[src/include/alarm_pkg.sv]
// Shared constants, character codes and helper functions of the alarm command handler.
package alarm_pkg;

  // Default sizes of the channel set, output ports and buffers.
  localparam int N_CH_DEF = 8;
  localparam int N_DO_DEF = 8;
  localparam int CH_W = 3;
  localparam int BUF_N = 20;
  localparam int REP_N = 13;
  localparam int LIM_W = 21;
  localparam int TEMP_W = 18;

  // Frame characters.
  localparam logic [7:0] CH_CR = 8'h0d;
  localparam logic [7:0] CH_AT = 8'h40;
  localparam logic [7:0] CH_OK = 8'h21;
  localparam logic [7:0] CH_NG = 8'h3f;
  localparam logic [7:0] CH_PLUS = 8'h2b;
  localparam logic [7:0] CH_MINUS = 8'h2d;
  localparam logic [7:0] CH_DOT = 8'h2e;
  localparam logic [7:0] CH_0 = 8'h30;
  localparam logic [7:0] CH_9 = 8'h39;
  localparam logic [7:0] CH_C = 8'h43;
  localparam logic [7:0] CH_O = 8'h4f;
  localparam logic [7:0] CH_M = 8'h4d;
  localparam logic [7:0] CH_L = 8'h4c;

  // Two-letter opcodes as character pairs.
  localparam logic [15:0] set_low_threshold_op = 16'h4c4f;
  localparam logic [15:0] read_active_alarms_op = 16'h5241;
  localparam logic [15:0] read_high_settings_op = 16'h5248;
  localparam logic [15:0] read_low_settings_op = 16'h524c;
  localparam logic [15:0] clear_low_latch_op = 16'h434c;

  // Frame lengths without check characters, and field positions.
  localparam logic [4:0] LEN_SET = 5'h11;
  localparam logic [4:0] LEN_SHORT = 5'h07;
  localparam int P_AH = 1;
  localparam int P_AL = 2;
  localparam int P_OPH = 3;
  localparam int P_OPL = 4;
  localparam int P_SIGN = 5;
  localparam int P_DOT = 9;
  localparam int P_SEL = 12;
  localparam int P_ARG = 5;

  // Stored alarm type codes, also the readback codes.
  localparam logic [1:0] TY_OFF = 2'h0;
  localparam logic [1:0] TY_MOM = 2'h1;
  localparam logic [1:0] TY_LAT = 2'h2;

  // Register offsets and field positions.
  localparam logic [7:0] R_ADDR = 8'h00;
  localparam logic [7:0] R_CTRL = 8'h04;
  localparam logic [7:0] R_HIGH = 8'h08;
  localparam logic [7:0] R_DOWR = 8'h0c;
  localparam logic [7:0] R_STAT = 8'h10;
  localparam int CTRL_CKS = 0;
  localparam int CTRL_SCALE = 1;
  localparam int HI_TYP_LSB = 21;
  localparam int HI_PRT_LSB = 23;
  localparam int HI_CH_LSB = 26;
  localparam int ST_DO_LSB = 16;
  localparam logic [7:0] ADDR_RST_DEF = 8'h01;

  // Decodes one hex character; bit 4 flags a legal character.
  function automatic logic [4:0] hex_val(input logic [7:0] c);
    if (c >= 8'h30 && c <= 8'h39) return {1'b1, c[3:0]};
    if ((c >= 8'h41 && c <= 8'h46) || (c >= 8'h61 && c <= 8'h66)) return {1'b1, c[3:0] + 4'h9};
    return 5'h00;
  endfunction

  // Encodes one nibble as an upper-case hex character.
  function automatic logic [7:0] hex_chr(input logic [3:0] v);
    return (v < 4'ha) ? {4'h3, v} : {4'h4, v - 4'h9};
  endfunction

  // True for a decimal digit character.
  function automatic logic is_dig(input logic [7:0] c);
    return c >= CH_0 && c <= CH_9;
  endfunction

  // Converts a stored sign plus five BCD digits to signed hundredths.
  function automatic logic signed [TEMP_W-1:0] lim_bin(input logic [LIM_W-1:0] l);
    logic [TEMP_W-1:0] m;
    m = TEMP_W'(l[19:16]) * 18'd10000 + TEMP_W'(l[15:12]) * 18'd1000 +
        TEMP_W'(l[11:8]) * 18'd100 + TEMP_W'(l[7:4]) * 18'd10 + TEMP_W'(l[3:0]);
    return l[20] ? -$signed(m) : $signed(m);
  endfunction

endpackage

[src/include/reply_if.sv]
// Carrier between the command decoder and the reply serialiser.
`timescale 1ns/1ns
interface reply_if;
  import alarm_pkg::*;
  logic go; // One-cycle start of a reply.
  logic [REP_N-1:0][7:0] chars; // Reply body, held while busy.
  logic [4:0] len; // Number of body characters.
  logic cks_en; // Append two check characters.
  logic busy; // Serialiser owns the line.
  logic [7:0] tx_data; // Outgoing character.
  logic tx_valid; // Outgoing character is offered.
  logic tx_ready; // Transmitter takes the character.
  modport cmd (output go, chars, len, cks_en, tx_ready, input busy, tx_data, tx_valid);
  modport snd (input go, chars, len, cks_en, tx_ready, output busy, tx_data, tx_valid);
endinterface

[src/hw/alarm_command_handler.sv]
// Command decoder, alarm store and output port logic of the threshold alarm handler.
//
// Strobed register access and the address map are this design's own decisions.
`timescale 1ns/1ns
// How it works
// RULE1 - Set-low frame: address, opcode, limit, channel, type, port.
// RULE2 - Two hex address chars; act only on own.
// RULE3 - Limit is sign, three digits, point, two.
// RULE4 - Type letter M momentary, L latched, stored.
// RULE5 - Accepted replies bang plus address, else question.
// RULE6 - Bad syntax, line error, foreign address: silence.
// RULE7 - Port on while any tied alarm active.
// RULE8 - Active read replies high byte then low.
// RULE9 - High byte bit n: channel n high active.
// RULE10 - Low byte bit n: channel n low active.
// RULE11 - Missing port on active read answers invalid.
// RULE12 - High read returns limit, type code, port.
// RULE13 - Low read returns same layout for low.
// RULE14 - Type code: 0 off, 1 momentary, 2 latched.
// RULE15 - Returned limit has explicit sign and point.
// RULE16 - Limits use selected scale, Celsius by default; the scale bit is stored but never applied.
// RULE17 - Latched low alarm holds until clear command.
// RULE18 - Direct writes ignored on alarm-assigned ports.
// RULE19 - Optional check pair before return; mismatch rejected.
// RULE20 - Low below limit, high above limit activate.
module alarm_command_handler
  import alarm_pkg::*;
#(
  parameter int N_CH = N_CH_DEF,
  parameter int N_DO = N_DO_DEF,
  parameter logic [7:0] ADDR_RST = ADDR_RST_DEF
) (
  // Clock and reset.
  input wire logic MCLK,
  input wire logic RSTN,
  // Received characters from the line receiver.
  input wire logic [7:0] RX_DATA,
  input wire logic RX_VALID,
  input wire logic RX_ERR,
  // Transmitted characters to the line transmitter.
  output logic [7:0] TX_DATA,
  output logic TX_VALID,
  input wire logic TX_READY,
  // Readings in signed hundredths of a degree.
  input wire logic [N_CH-1:0][TEMP_W-1:0] TEMP_IN,
  // Output ports.
  output logic [N_DO-1:0] DO_OUT,
  // Register port.
  input wire logic [7:0] REG_ADDR,
  input wire logic [31:0] REG_WDATA,
  input wire logic REG_WR,
  input wire logic REG_RD,
  output logic [31:0] REG_RDATA
);

  typedef struct packed {
    logic [BUF_N-1:0][7:0] rx_buf; // Characters of the frame in progress.
    logic [4:0] cnt; // Characters held.
    logic bad; // Overflow or line error seen in this frame.
    logic [7:0] sum; // Running sum of the frame's characters, overflow ones included.
    logic [N_CH-1:0][LIM_W-1:0] lo_lim; // Low limits, sign and BCD.
    logic [N_CH-1:0][LIM_W-1:0] hi_lim; // High limits, sign and BCD.
    logic [N_CH-1:0][1:0] lo_typ; // Low alarm types.
    logic [N_CH-1:0][1:0] hi_typ; // High alarm types.
    logic [N_CH-1:0][CH_W-1:0] lo_prt; // Low alarm ports.
    logic [N_CH-1:0][CH_W-1:0] hi_prt; // High alarm ports.
    logic [N_CH-1:0] lo_act; // Active low alarms.
    logic [N_CH-1:0] hi_act; // Active high alarms.
    logic [7:0] addr; // Own module address.
    logic cks_en; // Check characters in use.
    logic scale; // Temperature scale select, zero for Celsius.
    logic [N_DO-1:0] do_wr; // Directly written port values.
    logic [N_DO-1:0] do_out; // Port drive.
    logic [31:0] rdata; // Register read data.
    logic rep_go; // Reply start pulse.
    logic [REP_N-1:0][7:0] rep_chars; // Reply body.
    logic [4:0] rep_len; // Reply length.
  } state_t;

  state_t q; // Registered state.
  state_t n; // Next state.
  reply_if rif ();

  // Frame decode and alarm evaluation.
  always_comb begin
    logic [4:0] blen;
    logic ck_ok;
    logic frame_ok;
    logic send;
    logic ack;
    logic [4:0] a1;
    logic [4:0] a0;
    logic [4:0] k1;
    logic [4:0] k0;
    logic [7:0] bsum;
    logic [15:0] op;
    logic [7:0] sel_c;
    logic [7:0] arg_c;
    logic sel_ok;
    logic arg_ok;
    logic [CH_W-1:0] hc;
    logic [LIM_W-1:0] rlim;
    logic [1:0] rt;
    logic [CH_W-1:0] rp;
    logic [7:0] active_high_mask;
    logic [7:0] active_low_mask;
    logic [REP_N-1:0][7:0] rep;
    logic [4:0] rlen;
    logic [N_CH-1:0] lo_new;
    logic [N_CH-1:0] lo_clr;
    logic [N_CH-1:0] hi_new;
    logic cond;
    logic asg;
    logic on;
    n = q;
    n.rep_go = 1'b0;
    lo_new = '0;
    lo_clr = '0;
    hi_new = '0;
    hc = REG_WDATA[HI_CH_LSB +: CH_W];
    // Register writes; the high limit register loads one channel.
    if (REG_WR) begin
      unique case (REG_ADDR)
        R_ADDR: n.addr = REG_WDATA[7:0];
        R_CTRL: begin
          n.cks_en = REG_WDATA[CTRL_CKS];
          n.scale = REG_WDATA[CTRL_SCALE]; // see RULE16
        end
        R_HIGH: begin
          if (32'(hc) < N_CH) begin
            n.hi_lim[hc] = REG_WDATA[LIM_W-1:0];
            n.hi_typ[hc] = REG_WDATA[HI_TYP_LSB +: 2];
            n.hi_prt[hc] = REG_WDATA[HI_PRT_LSB +: CH_W];
            hi_new[hc] = 1'b1;
          end
        end
        R_DOWR: n.do_wr = REG_WDATA[N_DO-1:0];
        default: ;
      endcase
    end
    // Read data stands only in the cycle after the strobe.
    n.rdata = 32'h0;
    if (REG_RD) begin
      unique case (REG_ADDR)
        R_ADDR: n.rdata = 32'(q.addr);
        R_CTRL: n.rdata = 32'({q.scale, q.cks_en});
        R_STAT: n.rdata = (32'(q.do_out) << ST_DO_LSB) | 32'({q.hi_act, q.lo_act});
        default: n.rdata = 32'h0;
      endcase
    end
    // Check field and address of the held frame.
    blen = q.cnt;
    ck_ok = 1'b1;
    k1 = 5'h00;
    k0 = 5'h00;
    bsum = q.sum;
    if (q.cks_en) begin
      if (q.cnt < 5'h02) begin
        ck_ok = 1'b0;
      end else begin
        blen = q.cnt - 5'h02;
        k1 = hex_val(q.rx_buf[blen]);
        k0 = hex_val(q.rx_buf[blen + 5'h01]);
        bsum = q.sum - q.rx_buf[blen] - q.rx_buf[blen + 5'h01];
        ck_ok = k1[4] && k0[4] && ({k1[3:0], k0[3:0]} == bsum); // see RULE19
      end
    end
    a1 = hex_val(q.rx_buf[P_AH]);
    a0 = hex_val(q.rx_buf[P_AL]);
    frame_ok = !q.bad && !RX_ERR && ck_ok && blen >= LEN_SHORT && q.rx_buf[0] == CH_AT &&
               a1[4] && a0[4] && {a1[3:0], a0[3:0]} == q.addr; // see RULE2 see RULE6
    op = {q.rx_buf[P_OPH], q.rx_buf[P_OPL]};
    sel_c = q.rx_buf[P_SEL + 1];
    arg_c = q.rx_buf[P_ARG + 1];
    sel_ok = is_dig(sel_c) && 32'(sel_c[3:0]) < N_CH;
    arg_ok = is_dig(arg_c);
    rlim = (op == read_high_settings_op) ? q.hi_lim[arg_c[CH_W-1:0]] : q.lo_lim[arg_c[CH_W-1:0]];
    rt = (op == read_high_settings_op) ? q.hi_typ[arg_c[CH_W-1:0]] : q.lo_typ[arg_c[CH_W-1:0]];
    rp = (op == read_high_settings_op) ? q.hi_prt[arg_c[CH_W-1:0]] : q.lo_prt[arg_c[CH_W-1:0]];
    active_high_mask = 8'h00;
    active_low_mask = 8'h00;
    for (int c = 0; c < N_CH; c++) begin
      active_high_mask[c] = q.hi_act[c] && q.hi_prt[c] == arg_c[CH_W-1:0]; // see RULE9
      active_low_mask[c] = q.lo_act[c] && q.lo_prt[c] == arg_c[CH_W-1:0]; // see RULE10
    end
    rep = '0;
    rep[P_AH] = hex_chr(q.addr[7:4]);
    rep[P_AL] = hex_chr(q.addr[3:0]);
    rlen = 5'h03;
    send = 1'b0;
    ack = 1'b0;
    // A finished frame is decoded only while the serialiser is free.
    if (RX_VALID && RX_DATA == CH_CR && frame_ok && !q.rep_go && !rif.busy) begin
      unique case (op)
        set_low_threshold_op: begin
          if (blen == LEN_SET && (q.rx_buf[P_SIGN] == CH_PLUS || q.rx_buf[P_SIGN] == CH_MINUS) &&
              is_dig(q.rx_buf[P_SIGN + 1]) && is_dig(q.rx_buf[P_SIGN + 2]) &&
              is_dig(q.rx_buf[P_SIGN + 3]) && q.rx_buf[P_DOT] == CH_DOT &&
              is_dig(q.rx_buf[P_DOT + 1]) && is_dig(q.rx_buf[P_DOT + 2]) &&
              q.rx_buf[P_SEL] == CH_C && is_dig(sel_c) &&
              (q.rx_buf[P_SEL + 2] == CH_M || q.rx_buf[P_SEL + 2] == CH_L) &&
              q.rx_buf[P_SEL + 3] == CH_O && is_dig(q.rx_buf[P_SEL + 4])) begin // see RULE1 see RULE3
            send = 1'b1;
            if (sel_ok && 32'(q.rx_buf[P_SEL + 4][3:0]) < N_DO) begin
              ack = 1'b1;
              n.lo_lim[sel_c[CH_W-1:0]] = {q.rx_buf[P_SIGN] == CH_MINUS, q.rx_buf[P_SIGN + 1][3:0],
                                           q.rx_buf[P_SIGN + 2][3:0], q.rx_buf[P_SIGN + 3][3:0],
                                           q.rx_buf[P_DOT + 1][3:0], q.rx_buf[P_DOT + 2][3:0]};
              n.lo_typ[sel_c[CH_W-1:0]] = (q.rx_buf[P_SEL + 2] == CH_L) ? TY_LAT : TY_MOM; // see RULE4
              n.lo_prt[sel_c[CH_W-1:0]] = q.rx_buf[P_SEL + 4][CH_W-1:0];
              lo_new[sel_c[CH_W-1:0]] = 1'b1;
            end
          end
        end
        read_active_alarms_op: begin
          if (blen == LEN_SHORT && q.rx_buf[P_ARG] == CH_O && arg_ok) begin
            send = 1'b1;
            if (32'(arg_c[3:0]) < N_DO) begin // see RULE11
              ack = 1'b1;
              rep[3] = hex_chr(active_high_mask[7:4]); // see RULE8
              rep[4] = hex_chr(active_high_mask[3:0]);
              rep[5] = hex_chr(active_low_mask[7:4]);
              rep[6] = hex_chr(active_low_mask[3:0]);
              rlen = 5'h07;
            end
          end
        end
        read_high_settings_op, read_low_settings_op: begin
          if (blen == LEN_SHORT && q.rx_buf[P_ARG] == CH_C && arg_ok) begin
            send = 1'b1;
            if (32'(arg_c[3:0]) < N_CH) begin // see RULE12 see RULE13
              ack = 1'b1;
              rep[3] = rlim[20] ? CH_MINUS : CH_PLUS; // see RULE15
              rep[4] = {4'h3, rlim[19:16]};
              rep[5] = {4'h3, rlim[15:12]};
              rep[6] = {4'h3, rlim[11:8]};
              rep[7] = CH_DOT;
              rep[8] = {4'h3, rlim[7:4]};
              rep[9] = {4'h3, rlim[3:0]};
              rep[10] = {6'h0c, rt}; // see RULE14
              rep[11] = CH_O;
              rep[12] = {5'h06, rp};
              rlen = 5'(REP_N);
            end
          end
        end
        clear_low_latch_op: begin
          if (blen == LEN_SHORT && q.rx_buf[P_ARG] == CH_C && arg_ok) begin
            send = 1'b1;
            if (32'(arg_c[3:0]) < N_CH) begin
              ack = 1'b1;
              lo_clr[arg_c[CH_W-1:0]] = 1'b1; // see RULE17
            end
          end
        end
        default: send = 1'b1; // Unknown command on a good frame.
      endcase
    end
    rep[0] = ack ? CH_OK : CH_NG; // see RULE5
    if (send) begin
      n.rep_go = 1'b1;
      n.rep_chars = rep;
      n.rep_len = rlen;
    end
    // Character collection; a return ends the frame whatever its fate.
    if (RX_VALID) begin
      if (RX_DATA == CH_CR) begin
        n.cnt = 5'h00;
        n.bad = 1'b0;
        n.sum = 8'h00;
      end else begin
        if (q.cnt == 5'(BUF_N)) begin
          n.bad = 1'b1;
        end else begin
          n.rx_buf[q.cnt] = RX_DATA;
          n.cnt = q.cnt + 5'h01;
        end
        n.sum = q.sum + RX_DATA;
        if (RX_ERR) begin
          n.bad = 1'b1; // see RULE6
        end
      end
    end
    // Alarm states; a detection in a clearing cycle still sets the latch.
    for (int c = 0; c < N_CH; c++) begin
      cond = q.lo_typ[c] != TY_OFF && $signed(TEMP_IN[c]) < lim_bin(q.lo_lim[c]); // see RULE20
      if (lo_new[c]) begin
        n.lo_act[c] = 1'b0;
      end else if (q.lo_typ[c] == TY_LAT) begin
        n.lo_act[c] = (q.lo_act[c] && !lo_clr[c]) || cond; // see RULE17
      end else begin
        n.lo_act[c] = cond;
      end
      cond = q.hi_typ[c] != TY_OFF && $signed(TEMP_IN[c]) > lim_bin(q.hi_lim[c]); // see RULE20
      if (hi_new[c]) begin
        n.hi_act[c] = 1'b0;
      end else if (q.hi_typ[c] == TY_LAT) begin
        n.hi_act[c] = q.hi_act[c] || cond;
      end else begin
        n.hi_act[c] = cond;
      end
    end
    // Port drive: alarm ports follow their alarms, others the direct value.
    for (int p = 0; p < N_DO; p++) begin
      asg = 1'b0;
      on = 1'b0;
      for (int c = 0; c < N_CH; c++) begin
        if (q.lo_typ[c] != TY_OFF && q.lo_prt[c] == CH_W'(p)) begin
          asg = 1'b1;
          on = on | q.lo_act[c];
        end
        if (q.hi_typ[c] != TY_OFF && q.hi_prt[c] == CH_W'(p)) begin
          asg = 1'b1;
          on = on | q.hi_act[c];
        end
      end
      n.do_out[p] = asg ? on : q.do_wr[p]; // see RULE7 see RULE18
    end
  end

  // Registers all state with a synchronous reset.
  always_ff @(posedge MCLK) begin
    if (!RSTN) begin
      q <= '0;
      q.addr <= ADDR_RST;
    end else begin
      q <= n;
    end
  end

  // Reply serialiser.
  reply_sender u_send (
    .clk(MCLK),
    .rst_n(RSTN),
    .rif(rif.snd)
  );

  assign rif.go = q.rep_go;
  assign rif.chars = q.rep_chars;
  assign rif.len = q.rep_len;
  assign rif.cks_en = q.cks_en;
  assign rif.tx_ready = TX_READY;
  assign TX_DATA = rif.tx_data;
  assign TX_VALID = rif.tx_valid;
  assign DO_OUT = q.do_out;
  assign REG_RDATA = q.rdata;

endmodule // alarm_command_handler

[src/hw/reply_sender.sv]
// Serialises a reply body, its optional check characters and the closing return.
`timescale 1ns/1ns
module reply_sender
  import alarm_pkg::*;
(
  // Clock and reset.
  input wire logic clk,
  input wire logic rst_n,
  // Reply carrier.
  reply_if.snd rif
);

  typedef enum logic [2:0] {S_IDLE, S_BODY, S_CKH, S_CKL, S_TERM, S_DRAIN} snd_st_t;

  typedef struct packed {
    snd_st_t st;
    logic [4:0] idx;
    logic [7:0] sum;
    logic [7:0] data;
    logic valid;
  } snd_t;

  snd_t q; // Registered state.
  snd_t d; // Next state.
  logic adv; // The output slot is free for a new character.

  // Steps through the body, then the check pair, then the return.
  always_comb begin
    d = q;
    adv = !q.valid || rif.tx_ready;
    unique case (q.st)
      S_IDLE: begin
        if (rif.go) begin
          d.st = S_BODY;
          d.idx = 5'h00;
          d.sum = 8'h00;
        end
      end
      S_BODY: begin
        if (adv) begin
          d.data = rif.chars[q.idx];
          d.valid = 1'b1;
          d.sum = q.sum + rif.chars[q.idx];
          d.idx = q.idx + 5'h01;
          if (q.idx + 5'h01 == rif.len) begin
            d.st = rif.cks_en ? S_CKH : S_TERM; // see RULE19
          end
        end
      end
      S_CKH: begin
        if (adv) begin
          d.data = hex_chr(q.sum[7:4]);
          d.st = S_CKL;
        end
      end
      S_CKL: begin
        if (adv) begin
          d.data = hex_chr(q.sum[3:0]);
          d.st = S_TERM;
        end
      end
      S_TERM: begin
        if (adv) begin
          d.data = CH_CR;
          d.valid = 1'b1;
          d.st = S_DRAIN;
        end
      end
      S_DRAIN: begin
        if (adv) begin
          d.valid = 1'b0;
          d.st = S_IDLE;
        end
      end
    endcase
  end

  // Registers the state with a synchronous reset.
  always_ff @(posedge clk) begin
    if (!rst_n) begin
      q <= '0;
    end else begin
      q <= d;
    end
  end

  assign rif.busy = (q.st != S_IDLE);
  assign rif.tx_data = q.data;
  assign rif.tx_valid = q.valid;

endmodule // reply_sender

[config.mk]
export PLATFORM = sky130hd
export DESIGN_NAME = alarm_command_handler
export DESIGN_NICKNAME = d
export VERILOG_FILES = /design/src/include/alarm_pkg.sv /design/src/include/reply_if.sv /design/src/hw/alarm_command_handler.sv /design/src/hw/reply_sender.sv
export SDC_FILE = /design/constraint.sdc
export NUM_CORES = 2
export LEC_CHECK = 0
export ABC_AREA = 1
export CAP_MARGIN = 15
export CORE_AREA = 2 2 446 448
export CTS_BUF_LIST = sky130_fd_sc_hd__clkbuf_8 sky130_fd_sc_hd__clkbuf_16
export CTS_CLUSTER_DIAMETER = 40
export DETAILED_ROUTE_END_ITERATION = 8
export DIE_AREA = 0 0 448 450
export DONT_BUFFER_PORTS = 1
export MAX_ROUTING_LAYER = met4
export SLEW_MARGIN = 20
export SYNTH_ARGS = -nofsm -noshare
export SYNTH_HDL_FRONTEND = slang
export SYNTH_SLANG_ARGS = --single-unit
export TNS_END_PERCENT = 50
[constraint.sdc]
create_clock -name MCLK -period 13.7 [get_ports MCLK]
set_clock_uncertainty 0.05 [all_clocks]
set_input_delay 2.055 -clock MCLK [delete_from_list [all_inputs] [get_ports MCLK]]
set_output_delay 2.055 -clock MCLK [all_outputs]
set_load 0.02 [all_outputs]
==> metrics.yaml <==
status: "finished clean"
cts_buffer_depth: 3
fin_setup_tns_ps: 0
synth_cell_types: 71
cp_data_arrival_time_ps: 8480
cts_tree: "built"
drive_gt1_share_pct: 4.32
cts_buffers: 157
initialDrtViolationCount: 7453
cp_max_fo: 7
timing.final.hold_violations: 0
area_growth_pct: 8.21
rsz0062_at_grt: "false"
ios: 248
syn_inst: 12200
cpPeakStageDelay_ps: 830
synthMuxAreaShare_pct: 0.0227
dp_hpwl_mm: 266
slew_violations: 0
synth_seq_cells: 736
core_um2: 197000
cap_violations: 0
cts_num_sinks: 736
critPathLaunchType: "register"
first_global_vias: 78900
nNetsFinal: 14100
wl_mm: 338
synth-xor-area-share_pct: 7.37
grt_pass1_wl_mm: 498
holdBufCountCts: 0
path_clk_slew_ps: 60
grt_max_degree: 627
crit_required_ps: 14290
syn_avg_cell_area_um2: 7.20
p_leak_uw: 0.0485
yosysWarnings: 0
synth_top_family_by_area: "adder cells"
vias: 82500
via_per_inst: 5.57
synth-simple-area-share_pct: 18.6
drc: 0
synth_fa_ha_area_share_pct: 30.0
cts_resized: 0
total_power_uw: 6900
dieHeight_um: 450
wl_per_cell_um: 22.8
cts_setup_buffers: 0
synth-compound-area-share_pct: 15.9
grt_usage_pct: 33.8
h-tree-depth: 4
dp.cells: 14500
synth_ff_type: "dfxtp_1"
layout_min_cycle_time_ps: 7890
final_cells: 14800
netlist_area_um2: 88200
slowest_stage: "xnor2_1"
fmax_mhz: 127
root_buffer: "clkbuf_16"
rows: 163
hold_path.class: "register to register"
overflow: 0
nFillCells: 19800
ir_drop_uv: 130
async_reset_ff_share_pct: 0
antenna_found_initial: 29
firstDrtPassIters: 6
start_util_pct: 44.8
slew_headroom_pct: 12.8
critical_path_class: "register to register"
antenna_left: 0
setup_viol_count_final: 0
clock_latency_ps: 820
worst-slew-pin-transition_ps: 1290
period_share_pct: 57.6
power_density_nw_per_um2: 72.3
die_area_um2: 202000
die_w_um: 448
synth_edf_count: 0
io_buffers: 0
cp-end-kind: "register"
gp_congestion: 1.09
synth-seq-area-share_pct: 16.7
## power by group
part | internal, uW | leakage, uW | total, uW | switching (uW)
registers | 2170 | 0.00594 | 2210 | 39.5
logic | 203 | 0.0399 | 662 | 459
clock network | 2540 | 0.00270 | 4030 | 1490
total | 4910 | 0.0485 | 6900 | 1990
## placed cells by master (no fill, tap or decap), types with 16 or more instances in the layout
cell type,n
inv_1,2013
fa_1,441
nand2_1,1819
o21ai_0,909
o21ai_1,39
nor4_1,53
nand4_1,187
a41oi_1,30
inv_6,33
ha_1,1408
o21bai_1,89
a21oi_1,1245
inv_2,19
or2_2,59
clkinv_1,21
a2111oi_0,20
o2111ai_1,17
nand3_1,421
o22ai_1,61
clkinvlp_4,18
nor2_1,1000
buf_4,69
clkbuf_16,160
clkinv_4,20
nor2_2,26
xnor2_1,199
a31oi_1,50
dfxtp_1,728
diode_2,20
bufinv_16,16
nor3_1,152
xor2_1,543
o211ai_1,53
a211oi_1,26
## sequential cells by signal (all words and copies together), names as in the netlist
register,flops
q,676
rif.go,1
u_send.rif.tx_valid,1
rif.len,2
DO_OUT,8
u_send.rif.tx_data,7
REG_RDATA,24
u_send.q,16
rif.cks_en,1
## path summary, 6_finish.rpt
kind,slack [ps],to,cells past startpoint,start
worst max-delay path,5810,q[176],34,q[445]
worst min-delay path,400,q[19],2,q[19]
worst max register to register,5810,q[176],34,q[445]
worst min register to register,400,q[19],2,q[19]
## synthesized netlist by cell type (5+ instances only)
| library cell | number | area, um2 |
|---|---|---|
| o2111ai_1 | 17 | 149 |
| a21oi_1 | 1245 | 6230 |
| a41oi_1 | 30 | 263 |
| o31ai_1 | 7 | 52.6 |
| nor3b_1 | 13 | 97.6 |
| xnor2_1 | 199 | 1740 |
| nand2_2 | 14 | 87.6 |
| dfxtp_1 | 736 | 14700 |
| nand3b_1 | 14 | 105 |
| inv_1 | 2008 | 7540 |
| or2_2 | 59 | 369 |
| nand4_1 | 187 | 1170 |
| nand3_4 | 9 | 158 |
| o32ai_1 | 11 | 96.3 |
| inv_2 | 17 | 63.8 |
| o21ai_1 | 34 | 170 |
| a221oi_1 | 9 | 78.8 |
| nand2_1 | 1819 | 6830 |
| a21boi_0 | 7 | 52.6 |
| clkinv_1 | 21 | 78.8 |
| nor2_2 | 25 | 156 |
| nor3_1 | 152 | 761 |
| xor2_1 | 543 | 4760 |
| nand3_1 | 422 | 2110 |
| a211oi_1 | 27 | 203 |
| buf_6 | 42 | 473 |
| o211ai_1 | 53 | 398 |
| and2_1 | 5 | 31.3 |
| nor4_1 | 53 | 332 |
| buf_4 | 58 | 435 |
| buf_2 | 48 | 240 |
| fa_1 | 441 | 8830 |
| ha_1 | 1408 | 17600 |
| o22ai_1 | 61 | 382 |
| nor2_1 | 1002 | 3760 |
| buf_1 | 25 | 93.8 |
| a2111oi_0 | 20 | 175 |
| nand4_4 | 8 | 170 |
| o221ai_1 | 8 | 70.1 |
| o21bai_1 | 89 | 668 |
| clkbuf_1 | 281 | 1050 |
| a31oi_1 | 50 | 313 |
| o21ai_0 | 914 | 4570 |
## area by class of cell
cell class | count | area (um2) | share of cell area [%]
well taps | 2640 | 3300 | 3.46
diodes | 20 | 50.0 | 0.0525
multi-input cells | 9008 | 63500 | 66.5
clock buffers | 171 | 4160 | 4.36
repair buffers | 72 | 601 | 0.630
flip-flops and latches | 736 | 14700 | 15.5
clock inverters | 120 | 1370 | 1.43
inverters | 2049 | 7710 | 8.08
## kinds of logic after synthesis
logic type,after synthesis
and+or+nand+nor,3804
DFF,736
other,1
AOI/OAI and AO/OA,2602
xor gates and xnor gates,742
muxes,2
buffers and inverters,2505
adders and majority gates,1849
## routing by layer
layer  vias to the layer above  share of wire [%]  global-route usage [%]
li1                      39600                  -                       -
met2                      3088                 44                    52.0
met5                         -                  0                       -
met1                     39100                 42                    42.3
met3                       668                8.1                    7.13
met4                         0                5.4                    15.9
## critical path, delay by kind of cell (launching register included)
family / cells / cell delay (ps)
AND/OR/NAND/NOR: 9 / 880
adder cells (fa/ha/maj): 7 / 2930
flip-flops: 1 / 420
buffers and inverters: 5 / 350
XOR/XNOR: 4 / 1460
AO/OA/AOI/OAI: 9 / 1630
## per-stage QoR
stage	worst slack [ps]	cell area (um2)	hold WS, ps	utilization (%)
6_report	5810	95400	402	48.5
5_1_grt	5260	95400	422	48.5
4_1_cts	5780	95300	401	48.4
3_5_place_dp	5850	89700	392	45.6
3_3_place_gp	5820	89700	388	45.6
2_1_floorplan	7270	88200	371	-
(Power assumes the default switching activity.)
